<file path="src/hw/pin_mux_pkg.sv">
package pin_mux_pkg;

	// Register addresses in the paged control space
	localparam logic [7:0] ADDR_PAGE   = 8'h00;
	localparam logic [7:0] ADDR_SWRST  = 8'h01;
	localparam logic [7:0] ADDR_BIDIR  = 8'h0a;
	localparam logic [7:0] ADDR_OUTB   = 8'h0c;
	localparam logic [7:0] ADDR_INEN   = 8'h0d;
	localparam logic [7:0] ADDR_VAL    = 8'h0e;
	localparam logic [7:0] ADDR_SRC    = 8'h0f;
	localparam logic [7:0] ADDR_SO     = 8'h10;
	localparam logic [7:0] PAGE_PINS   = 8'h00;

	// Reset values
	localparam logic [7:0] RST_PAGE    = 8'h00;
	localparam logic [7:0] RST_BIDIR   = 8'h32;
	localparam logic [7:0] RST_OUTB    = 8'h00;
	localparam logic [7:0] RST_INEN    = 8'h00;
	localparam logic [7:0] RST_VAL     = 8'h00;
	localparam logic [7:0] RST_SRC     = 8'h00;
	localparam logic [7:0] RST_SO      = 8'h52;

	// Writable bits; reserved bits stay zero
	localparam logic [7:0] WMASK_BIDIR = 8'hf7;
	localparam logic [7:0] WMASK_OUTB  = 8'hff;
	localparam logic [7:0] WMASK_INEN  = 8'h03;
	localparam logic [7:0] WMASK_VAL   = 8'ha0;
	localparam logic [7:0] WMASK_SRC   = 8'h7f;
	localparam logic [7:0] WMASK_SO    = 8'hff;

	// Field positions
	localparam int FN_LSB      = 4;
	localparam int DRV_LSB     = 0;
	localparam int SWRST_BIT   = 0;
	localparam int IN_C_BIT    = 1;
	localparam int IN_D_BIT    = 0;
	localparam int A_VAL_BIT   = 7;
	localparam int B_VAL_BIT   = 5;
	localparam int A_MON_BIT   = 3;
	localparam int D_MON_BIT   = 2;
	localparam int C_MON_BIT   = 1;
	localparam int CCLK_LSB    = 5;
	localparam int SECOND_DATA_INPUT_LSB    = 2;
	localparam int BCLK_BIT    = 1;
	localparam int FSYNC_BIT   = 0;
	localparam int SO_VAL_BIT  = 3;

	// Shared pin function codes
	typedef enum logic [3:0] {
		FN_OFF = 4'h0, FN_IN = 4'h1, FN_GPO = 4'h2, FN_IRQ = 4'h3,
		FN_PDM_CLOCK_OUTPUT = 4'h4, FN_PRI_DOUT = 4'h5, FN_PRI_SECOND_DATA_OUTPUT = 4'h6,
		FN_SEC_DOUT = 4'h7, FN_SEC_SECOND_DATA_OUTPUT = 4'h8, FN_SEC_BCLK = 4'h9,
		FN_SEC_FSYNC = 4'ha, FN_GENERAL_CLOCK_OUTPUT = 4'hb, FN_MUXED = 4'hc, FN_CHAIN = 4'hd
	} fn_t;
	localparam logic [15:0] FN_VALID   = 16'h3fff;
	localparam logic [15:0] FN_AUDIO   = 16'h31e0;

	// Drive style codes
	typedef enum logic [2:0] {
		DRV_HIZ = 3'h0, DRV_PUSHPULL = 3'h1, DRV_LOW_WEAKHI = 3'h2,
		DRV_LOW_ONLY = 3'h3, DRV_WEAKLO_HI = 3'h4, DRV_HI_ONLY = 3'h5
	} drv_t;

	// Source select codes
	localparam logic [1:0] CCLK_OFF  = 2'h0;
	localparam logic [1:0] CCLK_A    = 2'h1;
	localparam logic [1:0] CCLK_D    = 2'h2;
	localparam logic [1:0] CCLK_C    = 2'h3;
	localparam logic [2:0] SECOND_DATA_INPUT_A    = 3'h1;
	localparam logic [2:0] SECOND_DATA_INPUT_D    = 3'h2;
	localparam logic [2:0] SECOND_DATA_INPUT_C    = 3'h3;
	localparam logic [2:0] SECOND_DATA_INPUT_SO   = 3'h4;
	localparam logic [2:0] SECOND_DATA_INPUT_DIN  = 3'h5;

	// Timing: output pin toggle limit
	localparam int REF_CLK_HZ  = 40_000_000;
	localparam int OUT_B_MAX_HZ = 6_000_000;
	localparam int OUT_B_HOLD  = (REF_CLK_HZ + 2 * OUT_B_MAX_HZ - 1) / (2 * OUT_B_MAX_HZ);
	localparam int SYNC_STAGES = 2;

endpackage : pin_mux_pkg

</file>
<file path="src/hw/multifunction_pin_mux.sv">
`timescale 1ns/1ps
`default_nettype none
module multifunction_pin_mux (
	input  wire logic       ref_clk,          // Register clock
	input  wire logic       reset_n,          // Async reset
	input  wire logic       reg_wr,           // Write strobe
	input  wire logic       reg_rd,           // Read strobe
	input  wire logic [7:0] reg_addr,         // Register address
	input  wire logic [7:0] reg_wdata,        // Write data
	output logic      [7:0] reg_rdata,        // Read data
	input  wire logic       spi_mode,         // Control port in peripheral mode
	input  wire logic       spi_data_out,     // Peripheral data level
	input  wire logic       spi_data_oe,      // Peripheral data driven
	input  wire logic       irq_level,        // Function sources
	input  wire logic       pdm_clock_output,
	input  wire logic       pri_dout,
	input  wire logic       pri_second_data_output,
	input  wire logic       sec_dout,
	input  wire logic       sec_second_data_output,
	input  wire logic       sec_bitclk,
	input  wire logic       sec_framesync,
	input  wire logic       general_clock_output,
	input  wire logic       muxed_dout,
	input  wire logic       chain_out,
	input  wire logic       bidir_pin_a_in,   // Pin inputs
	input  wire logic       in_pin_c,
	input  wire logic       in_pin_d,
	input  wire logic       serial_out_in,
	input  wire logic       pri_din_pin,
	input  wire logic       bitclk_pin,
	input  wire logic       framesync_pin,
	output logic            bidir_pin_a_out,  // Bidir pad
	output logic            bidir_pin_a_oe_n,
	output logic            bidir_pin_a_pull_up,
	output logic            bidir_pin_a_pull_dn,
	output logic            out_pin_b_out,    // Output pad
	output logic            out_pin_b_oe_n,
	output logic            out_pin_b_pull_up,
	output logic            out_pin_b_pull_dn,
	output logic            out_pin_b_keeper_en,
	output logic            serial_out_out,   // Serial out pad
	output logic            serial_out_oe_n,
	output logic            serial_out_pull_up,
	output logic            serial_out_pull_dn,
	output logic            ctrl_clk,         // Routed sources
	output logic            primary_second_in,
	output logic            primary_bitclk,
	output logic            primary_framesync
);
	localparam int NSYNC = 7;
	localparam logic [2:0] HOLD_LAST = 3'(pin_mux_pkg::OUT_B_HOLD - 1);

	// Register bank state
	logic [7:0] page_r, page_nxt;
	logic [7:0] bidir_cfg_r, bidir_cfg_nxt;
	logic [7:0] outb_cfg_r, outb_cfg_nxt;
	logic [7:0] inen_r, inen_nxt;
	logic [7:0] val_r, val_nxt;
	logic [7:0] src_r, src_nxt;
	logic [7:0] so_cfg_r, so_cfg_nxt;
	logic [7:0] rdata_r, rdata_nxt;
	logic       page_ok;                      // Pin page selected
	logic       sw_reset;                     // Self-clearing reset write

	// Synchroniser chain
	logic [NSYNC-1:0] sync1_r, sync2_r;
	logic [NSYNC-1:0] raw_in;
	logic a_s, c_s, d_s, so_s, din_s, bclk_s, fsync_s;

	// Decoded fields
	logic [3:0] a_fn, b_fn, so_fn;
	logic       a_in, c_in, d_in, so_in;      // Gated input levels
	logic [2:0] mon;

	// Function and drive results
	logic a_lvl, a_drv, a_aud, b_lvl, b_drv, b_aud, so_lvl, so_drv, so_aud;
	logic b_lvl_sel, b_drv_sel;
	logic a_po, a_poe, a_pu, a_pd, b_po, b_poe, b_pu, b_pd, s_po, s_poe, s_pu, s_pd;

	// Pad and routing outputs
	logic [3:0] a_pad_r, a_pad_nxt, b_pad_r, b_pad_nxt, s_pad_r, s_pad_nxt;
	logic       keep_r, keep_nxt;
	logic [3:0] route_r, route_nxt;
	logic [2:0] hold_r, hold_nxt;             // Output pin toggle spacing
	logic       live_r;                       // High from the first edge after reset release

	assign raw_in = {framesync_pin, bitclk_pin, pri_din_pin, serial_out_in, in_pin_d, in_pin_c, bidir_pin_a_in};

	// Two flops per pin; only the second stage is read
	genvar gi;
	generate
		for (gi = 0; gi < NSYNC; gi++) begin : g_sync
			always_ff @(posedge ref_clk or negedge reset_n) begin
				if (!reset_n) begin
					sync1_r[gi] <= 1'b0;
					sync2_r[gi] <= 1'b0;
				end else begin
					sync1_r[gi] <= raw_in[gi];
					sync2_r[gi] <= sync1_r[gi];
				end
			end
		end
	endgenerate
	assign {fsync_s, bclk_s, din_s, so_s, d_s, c_s, a_s} = sync2_r;

	assign a_fn  = bidir_cfg_r[pin_mux_pkg::FN_LSB +: 4];
	assign b_fn  = outb_cfg_r[pin_mux_pkg::FN_LSB +: 4];
	assign so_fn = so_cfg_r[pin_mux_pkg::FN_LSB +: 4];

	// Inputs count only when the pin is set as an input
	assign a_in  = a_s & (a_fn == pin_mux_pkg::FN_IN);
	assign c_in  = c_s & inen_r[pin_mux_pkg::IN_C_BIT];
	assign d_in  = d_s & inen_r[pin_mux_pkg::IN_D_BIT];
	assign so_in = so_s & (so_fn == pin_mux_pkg::FN_IN);
	assign mon   = {a_in, d_in, c_in};

	// Page gate; page register itself is always reachable
	assign page_ok  = (page_r == pin_mux_pkg::PAGE_PINS);
	assign sw_reset = reg_wr && page_ok && (reg_addr == pin_mux_pkg::ADDR_SWRST)
		&& reg_wdata[pin_mux_pkg::SWRST_BIT];

	// Register writes, software reset and read decode
	always_comb begin
		page_nxt      = page_r;
		bidir_cfg_nxt = bidir_cfg_r;
		outb_cfg_nxt  = outb_cfg_r;
		inen_nxt      = inen_r;
		val_nxt       = val_r;
		src_nxt       = src_r;
		so_cfg_nxt    = so_cfg_r;
		rdata_nxt     = rdata_r;
		if (sw_reset) begin
			// Every config register back to power-on values; read data register is not reset
			page_nxt      = pin_mux_pkg::RST_PAGE;
			bidir_cfg_nxt = pin_mux_pkg::RST_BIDIR;
			outb_cfg_nxt  = pin_mux_pkg::RST_OUTB;
			inen_nxt      = pin_mux_pkg::RST_INEN;
			val_nxt       = pin_mux_pkg::RST_VAL;
			src_nxt       = pin_mux_pkg::RST_SRC;
			so_cfg_nxt    = pin_mux_pkg::RST_SO;
		end else if (reg_wr) begin
			if (reg_addr == pin_mux_pkg::ADDR_PAGE) begin
				page_nxt = reg_wdata;
			end else if (page_ok) begin
				case (reg_addr)
					pin_mux_pkg::ADDR_BIDIR: bidir_cfg_nxt = reg_wdata & pin_mux_pkg::WMASK_BIDIR;
					pin_mux_pkg::ADDR_OUTB:  outb_cfg_nxt  = reg_wdata & pin_mux_pkg::WMASK_OUTB;
					pin_mux_pkg::ADDR_INEN:  inen_nxt      = reg_wdata & pin_mux_pkg::WMASK_INEN;
					pin_mux_pkg::ADDR_VAL:   val_nxt       = reg_wdata & pin_mux_pkg::WMASK_VAL;
					pin_mux_pkg::ADDR_SRC:   src_nxt       = reg_wdata & pin_mux_pkg::WMASK_SRC;
					pin_mux_pkg::ADDR_SO:    so_cfg_nxt    = reg_wdata & pin_mux_pkg::WMASK_SO;
					default:                 page_nxt      = page_r;
				endcase
			end
		end
		if (reg_rd) begin
			// Unmapped addresses read zero; other pages read zero except the page register
			rdata_nxt = 8'h00;
			if (reg_addr == pin_mux_pkg::ADDR_PAGE) begin
				rdata_nxt = page_r;
			end else if (page_ok) begin
				case (reg_addr)
					pin_mux_pkg::ADDR_BIDIR: rdata_nxt = bidir_cfg_r;
					pin_mux_pkg::ADDR_OUTB:  rdata_nxt = outb_cfg_r;
					pin_mux_pkg::ADDR_INEN:  rdata_nxt = inen_r;
					pin_mux_pkg::ADDR_VAL:   rdata_nxt = val_r | {4'h0, mon, 1'b0};
					pin_mux_pkg::ADDR_SRC:   rdata_nxt = src_r;
					pin_mux_pkg::ADDR_SO:    rdata_nxt = so_cfg_r;
					default:                 rdata_nxt = 8'h00;  // Reset bit self-clears
				endcase
			end
		end
	end

	// Register bank flops
	always_ff @(posedge ref_clk or negedge reset_n) begin
		if (!reset_n) begin
			page_r      <= pin_mux_pkg::RST_PAGE;
			bidir_cfg_r <= pin_mux_pkg::RST_BIDIR;
			outb_cfg_r  <= pin_mux_pkg::RST_OUTB;
			inen_r      <= pin_mux_pkg::RST_INEN;
			val_r       <= pin_mux_pkg::RST_VAL;
			src_r       <= pin_mux_pkg::RST_SRC;
			so_cfg_r    <= pin_mux_pkg::RST_SO;
			rdata_r     <= 8'h00;
		end else begin
			page_r      <= page_nxt;
			bidir_cfg_r <= bidir_cfg_nxt;
			outb_cfg_r  <= outb_cfg_nxt;
			inen_r      <= inen_nxt;
			val_r       <= val_nxt;
			src_r       <= src_nxt;
			so_cfg_r    <= so_cfg_nxt;
			rdata_r     <= rdata_nxt;
		end
	end
	assign reg_rdata = rdata_r;

	// Function selection per pin; reserved codes never drive
	pin_func_sel #(.VALID_MASK(pin_mux_pkg::FN_VALID)) u_fn_a (
		.fn_code (a_fn),
		.src     ({2'b00, chain_out, muxed_dout, general_clock_output, sec_framesync, sec_bitclk,
			sec_second_data_output, sec_dout, pri_second_data_output, pri_dout, pdm_clock_output,
			irq_level, val_r[pin_mux_pkg::A_VAL_BIT], 2'b00}),
		.level   (a_lvl),
		.drives  (a_drv),
		.audio   (a_aud)
	);
	pin_func_sel #(.VALID_MASK(pin_mux_pkg::FN_VALID)) u_fn_b (
		.fn_code (b_fn),
		.src     ({2'b00, chain_out, muxed_dout, general_clock_output, sec_framesync, sec_bitclk,
			sec_second_data_output, sec_dout, pri_second_data_output, pri_dout, pdm_clock_output,
			irq_level, val_r[pin_mux_pkg::B_VAL_BIT], 2'b00}),
		.level   (b_lvl),
		.drives  (b_drv),
		.audio   (b_aud)
	);
	// Code 13 on the serial out pin loops the data input back
	pin_func_sel #(.VALID_MASK(pin_mux_pkg::FN_VALID)) u_fn_so (
		.fn_code (so_fn),
		.src     ({2'b00, din_s, muxed_dout, general_clock_output, sec_framesync, sec_bitclk,
			sec_second_data_output, sec_dout, pri_second_data_output, pri_dout, pdm_clock_output,
			irq_level, so_cfg_r[pin_mux_pkg::SO_VAL_BIT], 2'b00}),
		.level   (so_lvl),
		.drives  (so_drv),
		.audio   (so_aud)
	);

	// Peripheral mode takes over the output pin
	assign b_lvl_sel = spi_mode ? spi_data_out : b_lvl;
	assign b_drv_sel = spi_mode ? spi_data_oe : b_drv;

	// Audio roles are push-pull whatever the style field says
	pin_drive u_drv_a (
		.drv_code (bidir_cfg_r[pin_mux_pkg::DRV_LSB +: 3]),
		.level    (a_lvl),
		.drives   (a_drv),
		.force_pp (a_aud),
		.pad_out  (a_po),
		.pad_oe_n (a_poe),
		.pull_up  (a_pu),
		.pull_dn  (a_pd)
	);
	pin_drive u_drv_b (
		.drv_code (outb_cfg_r[pin_mux_pkg::DRV_LSB +: 3]),
		.level    (b_pad_r[3]),
		.drives   (b_drv_sel),
		.force_pp (spi_mode | b_aud),
		.pad_out  (b_po),
		.pad_oe_n (b_poe),
		.pull_up  (b_pu),
		.pull_dn  (b_pd)
	);
	pin_drive u_drv_so (
		.drv_code (so_cfg_r[pin_mux_pkg::DRV_LSB +: 3]),
		.level    (so_lvl),
		.drives   (so_drv),
		.force_pp (so_aud),
		.pad_out  (s_po),
		.pad_oe_n (s_poe),
		.pull_up  (s_pu),
		.pull_dn  (s_pd)
	);

	// Pad and routing next values
	always_comb begin
		a_pad_nxt = {a_po, a_poe, a_pu, a_pd};
		s_pad_nxt = {s_po, s_poe, s_pu, s_pd};
		// Level held at least the hold span, limiting toggle rate
		hold_nxt  = (hold_r != 3'h0) ? hold_r - 3'h1 : 3'h0;
		b_pad_nxt = {b_pad_r[3], b_poe, b_pu, b_pd};
		if ((hold_r == 3'h0) && (b_lvl_sel != b_pad_r[3])) begin
			b_pad_nxt[3] = b_lvl_sel;
			hold_nxt     = HOLD_LAST;
		end
		// Keeper only on an idle, non-audio pin
		keep_nxt  = ~spi_mode & ~b_aud & ~b_drv;
		route_nxt[3] = 1'b0;
		case (src_r[pin_mux_pkg::CCLK_LSB +: 2])
			pin_mux_pkg::CCLK_A: route_nxt[3] = a_in;
			pin_mux_pkg::CCLK_D: route_nxt[3] = d_in;
			pin_mux_pkg::CCLK_C: route_nxt[3] = c_in;
			default:             route_nxt[3] = 1'b0;
		endcase
		case (src_r[pin_mux_pkg::SECOND_DATA_INPUT_LSB +: 3])
			pin_mux_pkg::SECOND_DATA_INPUT_A:   route_nxt[2] = a_in;
			pin_mux_pkg::SECOND_DATA_INPUT_D:   route_nxt[2] = d_in;
			pin_mux_pkg::SECOND_DATA_INPUT_C:   route_nxt[2] = c_in;
			pin_mux_pkg::SECOND_DATA_INPUT_SO:  route_nxt[2] = so_in;
			pin_mux_pkg::SECOND_DATA_INPUT_DIN: route_nxt[2] = din_s;
			default:               route_nxt[2] = 1'b0;
		endcase
		route_nxt[1] = src_r[pin_mux_pkg::BCLK_BIT] ? sec_bitclk : bclk_s;
		route_nxt[0] = src_r[pin_mux_pkg::FSYNC_BIT] ? sec_framesync : fsync_s;
	end

	// Pad and routing flops; pads idle at high impedance
	always_ff @(posedge ref_clk or negedge reset_n) begin
		if (!reset_n) begin
			a_pad_r <= 4'h4;
			b_pad_r <= 4'h4;
			s_pad_r <= 4'h4;
			keep_r  <= 1'b0;
			route_r <= 4'h0;
			hold_r  <= 3'h0;
			live_r  <= 1'b0;
		end else begin
			a_pad_r <= a_pad_nxt;
			b_pad_r <= b_pad_nxt;
			s_pad_r <= s_pad_nxt;
			keep_r  <= keep_nxt;
			route_r <= route_nxt;
			hold_r  <= hold_nxt;
			live_r  <= 1'b1;
		end
	end
	assign {bidir_pin_a_out, bidir_pin_a_oe_n, bidir_pin_a_pull_up, bidir_pin_a_pull_dn} = a_pad_r;
	assign {out_pin_b_out, out_pin_b_oe_n, out_pin_b_pull_up, out_pin_b_pull_dn} = b_pad_r;
	assign {serial_out_out, serial_out_oe_n, serial_out_pull_up, serial_out_pull_dn} = s_pad_r;
	assign out_pin_b_keeper_en = keep_r;
	assign {ctrl_clk, primary_second_in, primary_bitclk, primary_framesync} = route_r;
endmodule : multifunction_pin_mux
`default_nettype wire

</file>
<file path="src/hw/pin_func_sel.sv">
`timescale 1ns/1ps
`default_nettype none
// Decodes a function code into a level and drive request
module pin_func_sel #(
	parameter logic [15:0] VALID_MASK = pin_mux_pkg::FN_VALID
) (
	input  wire logic [3:0]  fn_code,    // Function field
	input  wire logic [15:0] src,        // Level per function code
	output logic             level,      // Selected level
	output logic             drives,     // Pin is an output
	output logic             audio       // Pin carries serial audio
);
	// Reserved codes and input codes never drive
	always_comb begin
		level  = src[fn_code];
		drives = VALID_MASK[fn_code] && (fn_code >= pin_mux_pkg::FN_GPO);
		audio  = VALID_MASK[fn_code] && pin_mux_pkg::FN_AUDIO[fn_code];
	end
endmodule : pin_func_sel
`default_nettype wire

</file>
<file path="src/hw/pin_drive.sv">
`timescale 1ns/1ps
`default_nettype none
// Turns a level and drive style into pad controls
module pin_drive (
	input  wire logic [2:0] drv_code,   // Drive style field
	input  wire logic       level,      // Wanted level
	input  wire logic       drives,     // Output requested
	input  wire logic       force_pp,   // Ignore style, push-pull
	output logic            pad_out,    // Strong driver level
	output logic            pad_oe_n,   // Strong driver enable, low drives
	output logic            pull_up,    // Weak high
	output logic            pull_dn     // Weak low
);
	// Style table; reserved codes fall to high impedance
	always_comb begin
		pad_out  = level;
		pad_oe_n = 1'b1;
		pull_up  = 1'b0;
		pull_dn  = 1'b0;
		if (drives) begin
			if (force_pp) begin
				pad_oe_n = 1'b0;
			end else begin
				case (drv_code)
					pin_mux_pkg::DRV_PUSHPULL:   pad_oe_n = 1'b0;
					pin_mux_pkg::DRV_LOW_WEAKHI: begin
						pull_up  = level;
						pad_oe_n = level;
					end
					pin_mux_pkg::DRV_LOW_ONLY:   pad_oe_n = level;
					pin_mux_pkg::DRV_WEAKLO_HI: begin
						pull_dn  = ~level;
						pad_oe_n = ~level;
					end
					pin_mux_pkg::DRV_HI_ONLY:    pad_oe_n = ~level;
					default:                     pad_oe_n = 1'b1;
				endcase
			end
		end
	end
endmodule : pin_drive
`default_nettype wire

</file>
<file path="config.mk">
export PLATFORM = sky130hd
export DESIGN_NAME = multifunction_pin_mux
export DESIGN_NICKNAME = d
export VERILOG_FILES = /design/src/hw/pin_mux_pkg.sv /design/src/hw/multifunction_pin_mux.sv /design/src/hw/pin_func_sel.sv /design/src/hw/pin_drive.sv
export SDC_FILE = /design/constraint.sdc
export NUM_CORES = 1
export LEC_CHECK = 0
export BUFFER_PORTS_ARGS = -buffer_cell sky130_fd_sc_hd__buf_4
export CAP_MARGIN = 10
export CORE_ASPECT_RATIO = 2
export CORE_MARGIN = 4
export CORE_UTILIZATION = 29
export DETAILED_ROUTE_END_ITERATION = 6
export GPL_TIMING_DRIVEN = 0
export REMOVE_ABC_BUFFERS = 1
export SKIP_LAST_GASP = 1
export SYNTH_ARGS = -nofsm -noshare
export SYNTH_HDL_FRONTEND = slang
export SYNTH_SLANG_ARGS = --single-unit
</file>
<file path="constraint.sdc">
create_clock -name ref_clk -period 2.6 [get_ports ref_clk]
set_input_delay 0.26 -clock ref_clk [delete_from_list [all_inputs] [get_ports ref_clk]]
set_output_delay 0.26 -clock ref_clk [all_outputs]
set_load 0.05 [all_outputs]
</file>
# Word-level counts from Yosys, hierarchy flattened
# Memories as Yosys holds them, arrays and structs flattened.
# Cells that the tools add are included.
# op_classes
addsub	1
n_lt_le_gt_ge	6
eq_ne	34
muxes	83
bitwise	14
n_reduce_logical	36
# ops
operator	n
$mux W8	35
$pmux W8 S6	1
$eq A8 B4 Y1 const B	5
$mux W1	37
$eq A3 B2 Y1 const B	8
$eq A3 B3 Y1 const B	8
$reduce_and A4 Y1	6
$reduce_bool A2 Y1	9
$logic_not A8 Y1	2
$lt A4 B5 Y1 const B	3
$bmux W1 S4	3
$eq A3 B1 Y1 const B	4
$ge A4 B2 Y1 const B	3
$pmux W1 S3	4
$reduce_or A2 Y1	6
$logic_and A1 B1 Y1	10
$eq A4 B1 Y1 const B	2
$eq A8 B1 Y1 const B	1
$eq A8 B5 Y1 const B	1
$or A8 B4 Y8	1
$and A1 B1 Y1	6
$mux W3	2
$not A1 Y1	6
$pmux W1 S5	1
9 further kinds	10
# totals
ff_bits	98
rom_bits	96
input_bits	41
out_inout_bits	25
word_cells	209
memories	6
# mem_list
name	depth	word_bits	rd	rd_ports_with_merged_regs	write_ports	line	rtl
(no name shown)	16	1	1	0	0	pin_func_sel.sv:16	drives = VALID_MASK[fn_code] && (fn_code >= pin_mux_pkg::FN_GPO);
(no name shown)	16	1	1	0	0	pin_func_sel.sv:17	audio = VALID_MASK[fn_code] && pin_mux_pkg::FN_AUDIO[fn_code];
(no name shown)	16	1	1	0	0	pin_func_sel.sv:16	
(no name shown)	16	1	1	0	0	pin_func_sel.sv:17	
(no name shown)	16	1	1	0	0	pin_func_sel.sv:16	
(no name shown)	16	1	1	0	0	pin_func_sel.sv:17	

# Depth between registers and ports, before layout
# logic_depth
ltp_word	6
mapped_depth	9
depth_no_buf	6

# By module
# A second synthesis with hierarchy kept.
# hier_totals
cells_unflattened	392
area_unflattened_um2	4506.8
# by_module_without_submodules
mod	n_inst	cells_each	area_per_inst_um2	seq_area_each_um2
multifunction_pin_mux	1	317	3726.1	2113.3
pin_func_sel	3	15	192.7	0.0
pin_drive	3	10	67.6	0.0

# Least setup slack after synthesis
# Ideal clock, no wire load.
# synth_timing
kind	register to register
from	register so_cfg_r[4]
to	register s_pad_r[2]
setup_ps	88
t_arrival_ps	1954
t_required_ps	2512
path_slack_ps	558
path_stages_with_launch	8
n_path_buf	1
synth_period_minus_slack_ps	2042
cell_sequence	dfstp_2 -> buf_2 -> mux2i_1 -> o22ai_1 -> a311oi_1 -> or3b_1 -> a32oi_1 -> or3_1
# synth_between
elab_chain_len	6
word_cells_on_any_way	13
classes_between	1 x order compare; 7 x mux; 1 x bitwise; 2 x reduce/logical; 2 x memory
# synth_rtl
item	line	rtl
start: declaration	multifunction_pin_mux.sv:60	logic [7:0] so_cfg_r, so_cfg_nxt;
start signal: assignment	multifunction_pin_mux.sv:184	so_cfg_r <= pin_mux_pkg::RST_SO;
start signal: assignment	multifunction_pin_mux.sv:193	so_cfg_r <= so_cfg_nxt;
$bmux W1 S4	pin_func_sel.sv:15	level = src[fn_code];
$mux W1 (implied by the code)	pin_func_sel.sv:15	
$not A1 Y1	pin_drive.sv:33, pin_drive.sv:35	
$pmux W1 S3	pin_drive.sv:24	case (drv_code)
$mux W1	pin_drive.sv:21	if (force_pp) begin
$mux W1 (*)	pin_drive.sv:20	if (drives) begin
via s_poe	multifunction_pin_mux.sv:78	logic a_po, a_poe, a_pu, a_pd, b_po, b_poe, b_pu, b_pd, s_po, s_poe, s_pu, s_pd;
end signal: assignment	multifunction_pin_mux.sv:310	s_pad_r <= s_pad_nxt;
end: declaration	multifunction_pin_mux.sv:81	logic [3:0] a_pad_r, a_pad_nxt, b_pad_r, b_pad_nxt, s_pad_r, s_pad_nxt;
# Mark *: on every way through the listed nets, which the timed path passes. The rest lies on a longest branch. The select of a mux whose other input is x is not followed.
# A chain may end at the register's enable or synchronous reset.

# Final worst setup path
# layout_timing
from	register page_r[4]
to	register page_r[0]
# layout_between
elab_chain_len	6
word_cells_on_any_way	8
classes_between	1 x mux; 7 x reduce/logical
# layout_rtl
item	line	rtl
start: declaration	multifunction_pin_mux.sv:54	logic [7:0] page_r, page_nxt;
start signal: assignment	multifunction_pin_mux.sv:178	page_r <= pin_mux_pkg::RST_PAGE;
start signal: assignment	multifunction_pin_mux.sv:187	page_r <= page_nxt;
$logic_not A8 Y1 (*)	multifunction_pin_mux.sv:118	assign page_ok = (page_r == pin_mux_pkg::PAGE_PINS);
$logic_and A1 B1 Y1 (*) (2 in series)	multifunction_pin_mux.sv:119	assign sw_reset = reg_wr && page_ok && (reg_addr == pin_mux_pkg::ADDR_SWRST)
$logic_and A1 B1 Y1 (*)	multifunction_pin_mux.sv:120	&& reg_wdata[pin_mux_pkg::SWRST_BIT];
$reduce_bool A2 Y1 (no source line)	n/a	
$reduce_and A2 Y1 (no source line)	n/a	
# Every way passes the cells marked *; elsewhere a longest branch is shown, timed or not.

==> impl_results.md <==
- Status: completed
- # rows: 62
- First-pass GRT wire length: 19.5 mm
- Die W: 93.1 um
- Final wirelength: 12.7 mm
- ANT cells: 0
- Vias in the first global route: 3601
- Ys Warns: 0
- Placeable Area: 14300 um^2
- P_leak: 2.19 nW
- Clock sink total: 84
- Clock root buffer: clkbuf_16
- Starting Density: 29.4%
- Net count, final: 511
- Top FF cell, synth: dfrtp_1
- Arrival @ worst endpoint: 2.67 ns
- First-pass iteration count of the detailed router: 5
- Register area: 2110 um^2
- H-Tree Depth: 3
- Final ANT Viol Nets: 0
- Place WS: -0.705 ns
- DIE AREA: 16600 um^2
- Final Util: 35.6%
- Initial antenna violation count: 0
- Slew Viols, Final: 0
- Synth area leaders: dfrtp_1, mux2i_1, dfstp_2
- Synth top area share: 44.7%
- Grt peak-use layer: met2
- Fmax: 403 MHz
- Vias: 3511
- Dominant cell type by area after synthesis: dfrtp_1
- GR Util All Layers: 15.7%
- Post-synth EDFFs: 0
- Class of the worst hold path: in -> reg
- Tightest Pin Transition: 1.07 ns
- Clock insertion delay at the later pin of the skew report: 0.34 ns
- Grt total ovfl: 0
- Chip height: 178 um
- Count of different cell masters after synthesis: 55
- Drc violations: 0
- RSZ-0062 raised after global routing: no
- Asr flop ratio synth: 100%
- Hold Fails Final Rpt: 0
- Max Root-Sink Buffers: 2
- Reg clk slew, reported paths: 0.06 ns
- Crit end category: flop
- Worst Setup Path Type: reg -> reg
- Cts-stage hold buffer count: 0
- Minimum clock period: 2.48 ns
- Post-CTS Setup Inserts: 0
- Setup Skew: 0.00595 ns
- Fill cells: 1512
- Seq/Total Area, Yosys: 50.3%
- Crit-path max FO: 25
- Startpoint types: flop
- Syn Area/Cell: 9.89 um^2
- Hold WS: 0.0194 ns
- Setup TNS Final: 0 ns
- Met1 Usage GRT: 14.8%
- WP data required: 2.79 ns
- Top-count cell post-synth: dfrtp_1
- Area growth syn-to-layout: 21.0%
- Met3 Track Usage GR: 2.20%
- Final setup viols: 0
- Inserted Clock Buffers: 9
- HPWL Detailed: 9.66 mm
- Largest net degree at the start of global routing: 85
- Commonest cells in the netlist: dfrtp_1, nand2_1, a21oi_1, nor2_1, mux2i_1
- Share of layout cells above drive strength 1: 22.5%
- Synthesized flop and latch total: 84
- Relative slew slack: 29.0%
- Number of I/O pins: 66
- Reg-to-reg setup timing slack: 0.12 ns
- Wire length per cell: 19.0 um
- Multi-input combinational cell area: 1940 um^2
- Max VDD drop: 0.271 mV
- Vias per inst: 5.26
- Final setup margin: 0.122 ns
- Power per cell area: 645 nW/um^2
- Number of port buffers: 65
- Iter 0 DRT Violations: 249
- Syn Inst Count: 425
- CTS tree: yes
- Post-Syn Area: 4200 um^2
- RD Place Congestion: 0.949
- Max Cap Viol: 0
- Met2 usage: 28.9%
- Final period util: 95.3%
[worst max-delay path: stages (launching register included)]
cell	delay, ns
dfrtp_1	0.40
or4_4	0.57
nor2_4	0.16
and4_2	0.59
o21ai_1	0.35
nand2_1	0.15
o21ai_0	0.09
[logic make-up (layout without fill, tap and decap cells)]
logic type,after synthesis,in the layout,share of synthesized area [%]
xor+xnor,2,2,0.417
compound gates,109,109,17.4
mux,36,36,8.78
buf+inv,35,85,3.72
flops,84,84,50.3
simple gates,159,159,19.4
[worst paths after layout]
kind	start	endpoint	cells past startpoint
max	page_r[4]$_DFFE_PN0P_	page_r[0]$_DFFE_PN0P_	6
min	bitclk_pin	sync1_r[5]$_DFF_PN0_	1
max reg2reg	page_r[4]$_DFFE_PN0P_	page_r[0]$_DFFE_PN0P_	6
min reg2reg	sync1_r[1]$_DFF_PN0_	c_s$_DFF_PN0_	0
max in group asynchronous	reset_n	reg_rdata[3]$_DFFE_PN0P_	1
min in group asynchronous	reset_n	sync1_r[5]$_DFF_PN0_	1
[layout make-up]
| class | count | share of cell area (%) |
|---|---|---|
| sequential | 84 | 41.5 |
| multi-input combinational | 306 | 38.2 |
| timing repair buffer | 65 | 9.59 |
| clock inverter | 5 | 0.713 |
| clock buffer | 11 | 4.97 |
| inverter | 4 | 0.295 |
| tap | 192 | 4.72 |
[state kept, by name, indices dropped and copies added, names as in the netlist, 7 cells and up]
name,count
bidir_cfg_r,7
outb_cfg_r,8
page_r,8
reg_rdata,8
so_cfg_r,8
src_r,7
sync1_r,7
[metal layers]
metal,vias up,wire length (um)
li1,1649,-
met1,1710,4210
met2,112,7120
met3,40,388
met4,0,945
met5,-,0
[power by group]
group	internal, mW	switching, mW	total (mW)	leakage (nW)
sequential	1.41	0.118	1.53	1.08
clock	0.700	0.525	1.23	0.145
combinational	0.212	0.318	0.530	0.967
total	2.32	0.961	3.28	2.19
[repair_timing]
item / 4_1_cts / 5_1_grt
endpoints found under the hold margin: 0 / 0
resized for setup: 3 / 0
endpoints found under the setup margin: 19 / 0
[layout by cell type, fill, tap and decap left out, types with 4 or more instances in the layout]
| cell | n |
|---|---|
| mux2_2 | 7 |
| a22o_1 | 10 |
| a21oi_1 | 36 |
| nor4_1 | 5 |
| dfrtp_1 | 75 |
| nand2_1 | 46 |
| nand2b_1 | 9 |
| o21ai_0 | 17 |
| mux2i_1 | 29 |
| a311oi_1 | 4 |
| or3_1 | 7 |
| buf_4 | 65 |
| dfstp_2 | 9 |
| inv_1 | 4 |
| a221oi_1 | 4 |
| nand3_1 | 22 |
| nor2_1 | 31 |
| nor3_1 | 8 |
| a31oi_1 | 4 |
| clkbuf_16 | 9 |
| nor2b_1 | 5 |
| and3_1 | 7 |
| a2bb2oi_1 | 4 |
[metrics by stage]
stage | std cells | total power [mW] | cell area (um^2)
after global placement | 651 | 2.06 | 4790
after floorplan | 394 | 1.83 | 4060
after CTS | 667 | 3.31 | 5090
after global routing | 667 | 3.41 | 5090
after detailed placement | 651 | 2.08 | 4790
final | 667 | 3.28 | 5090
(Power assumes the default switching activity.)
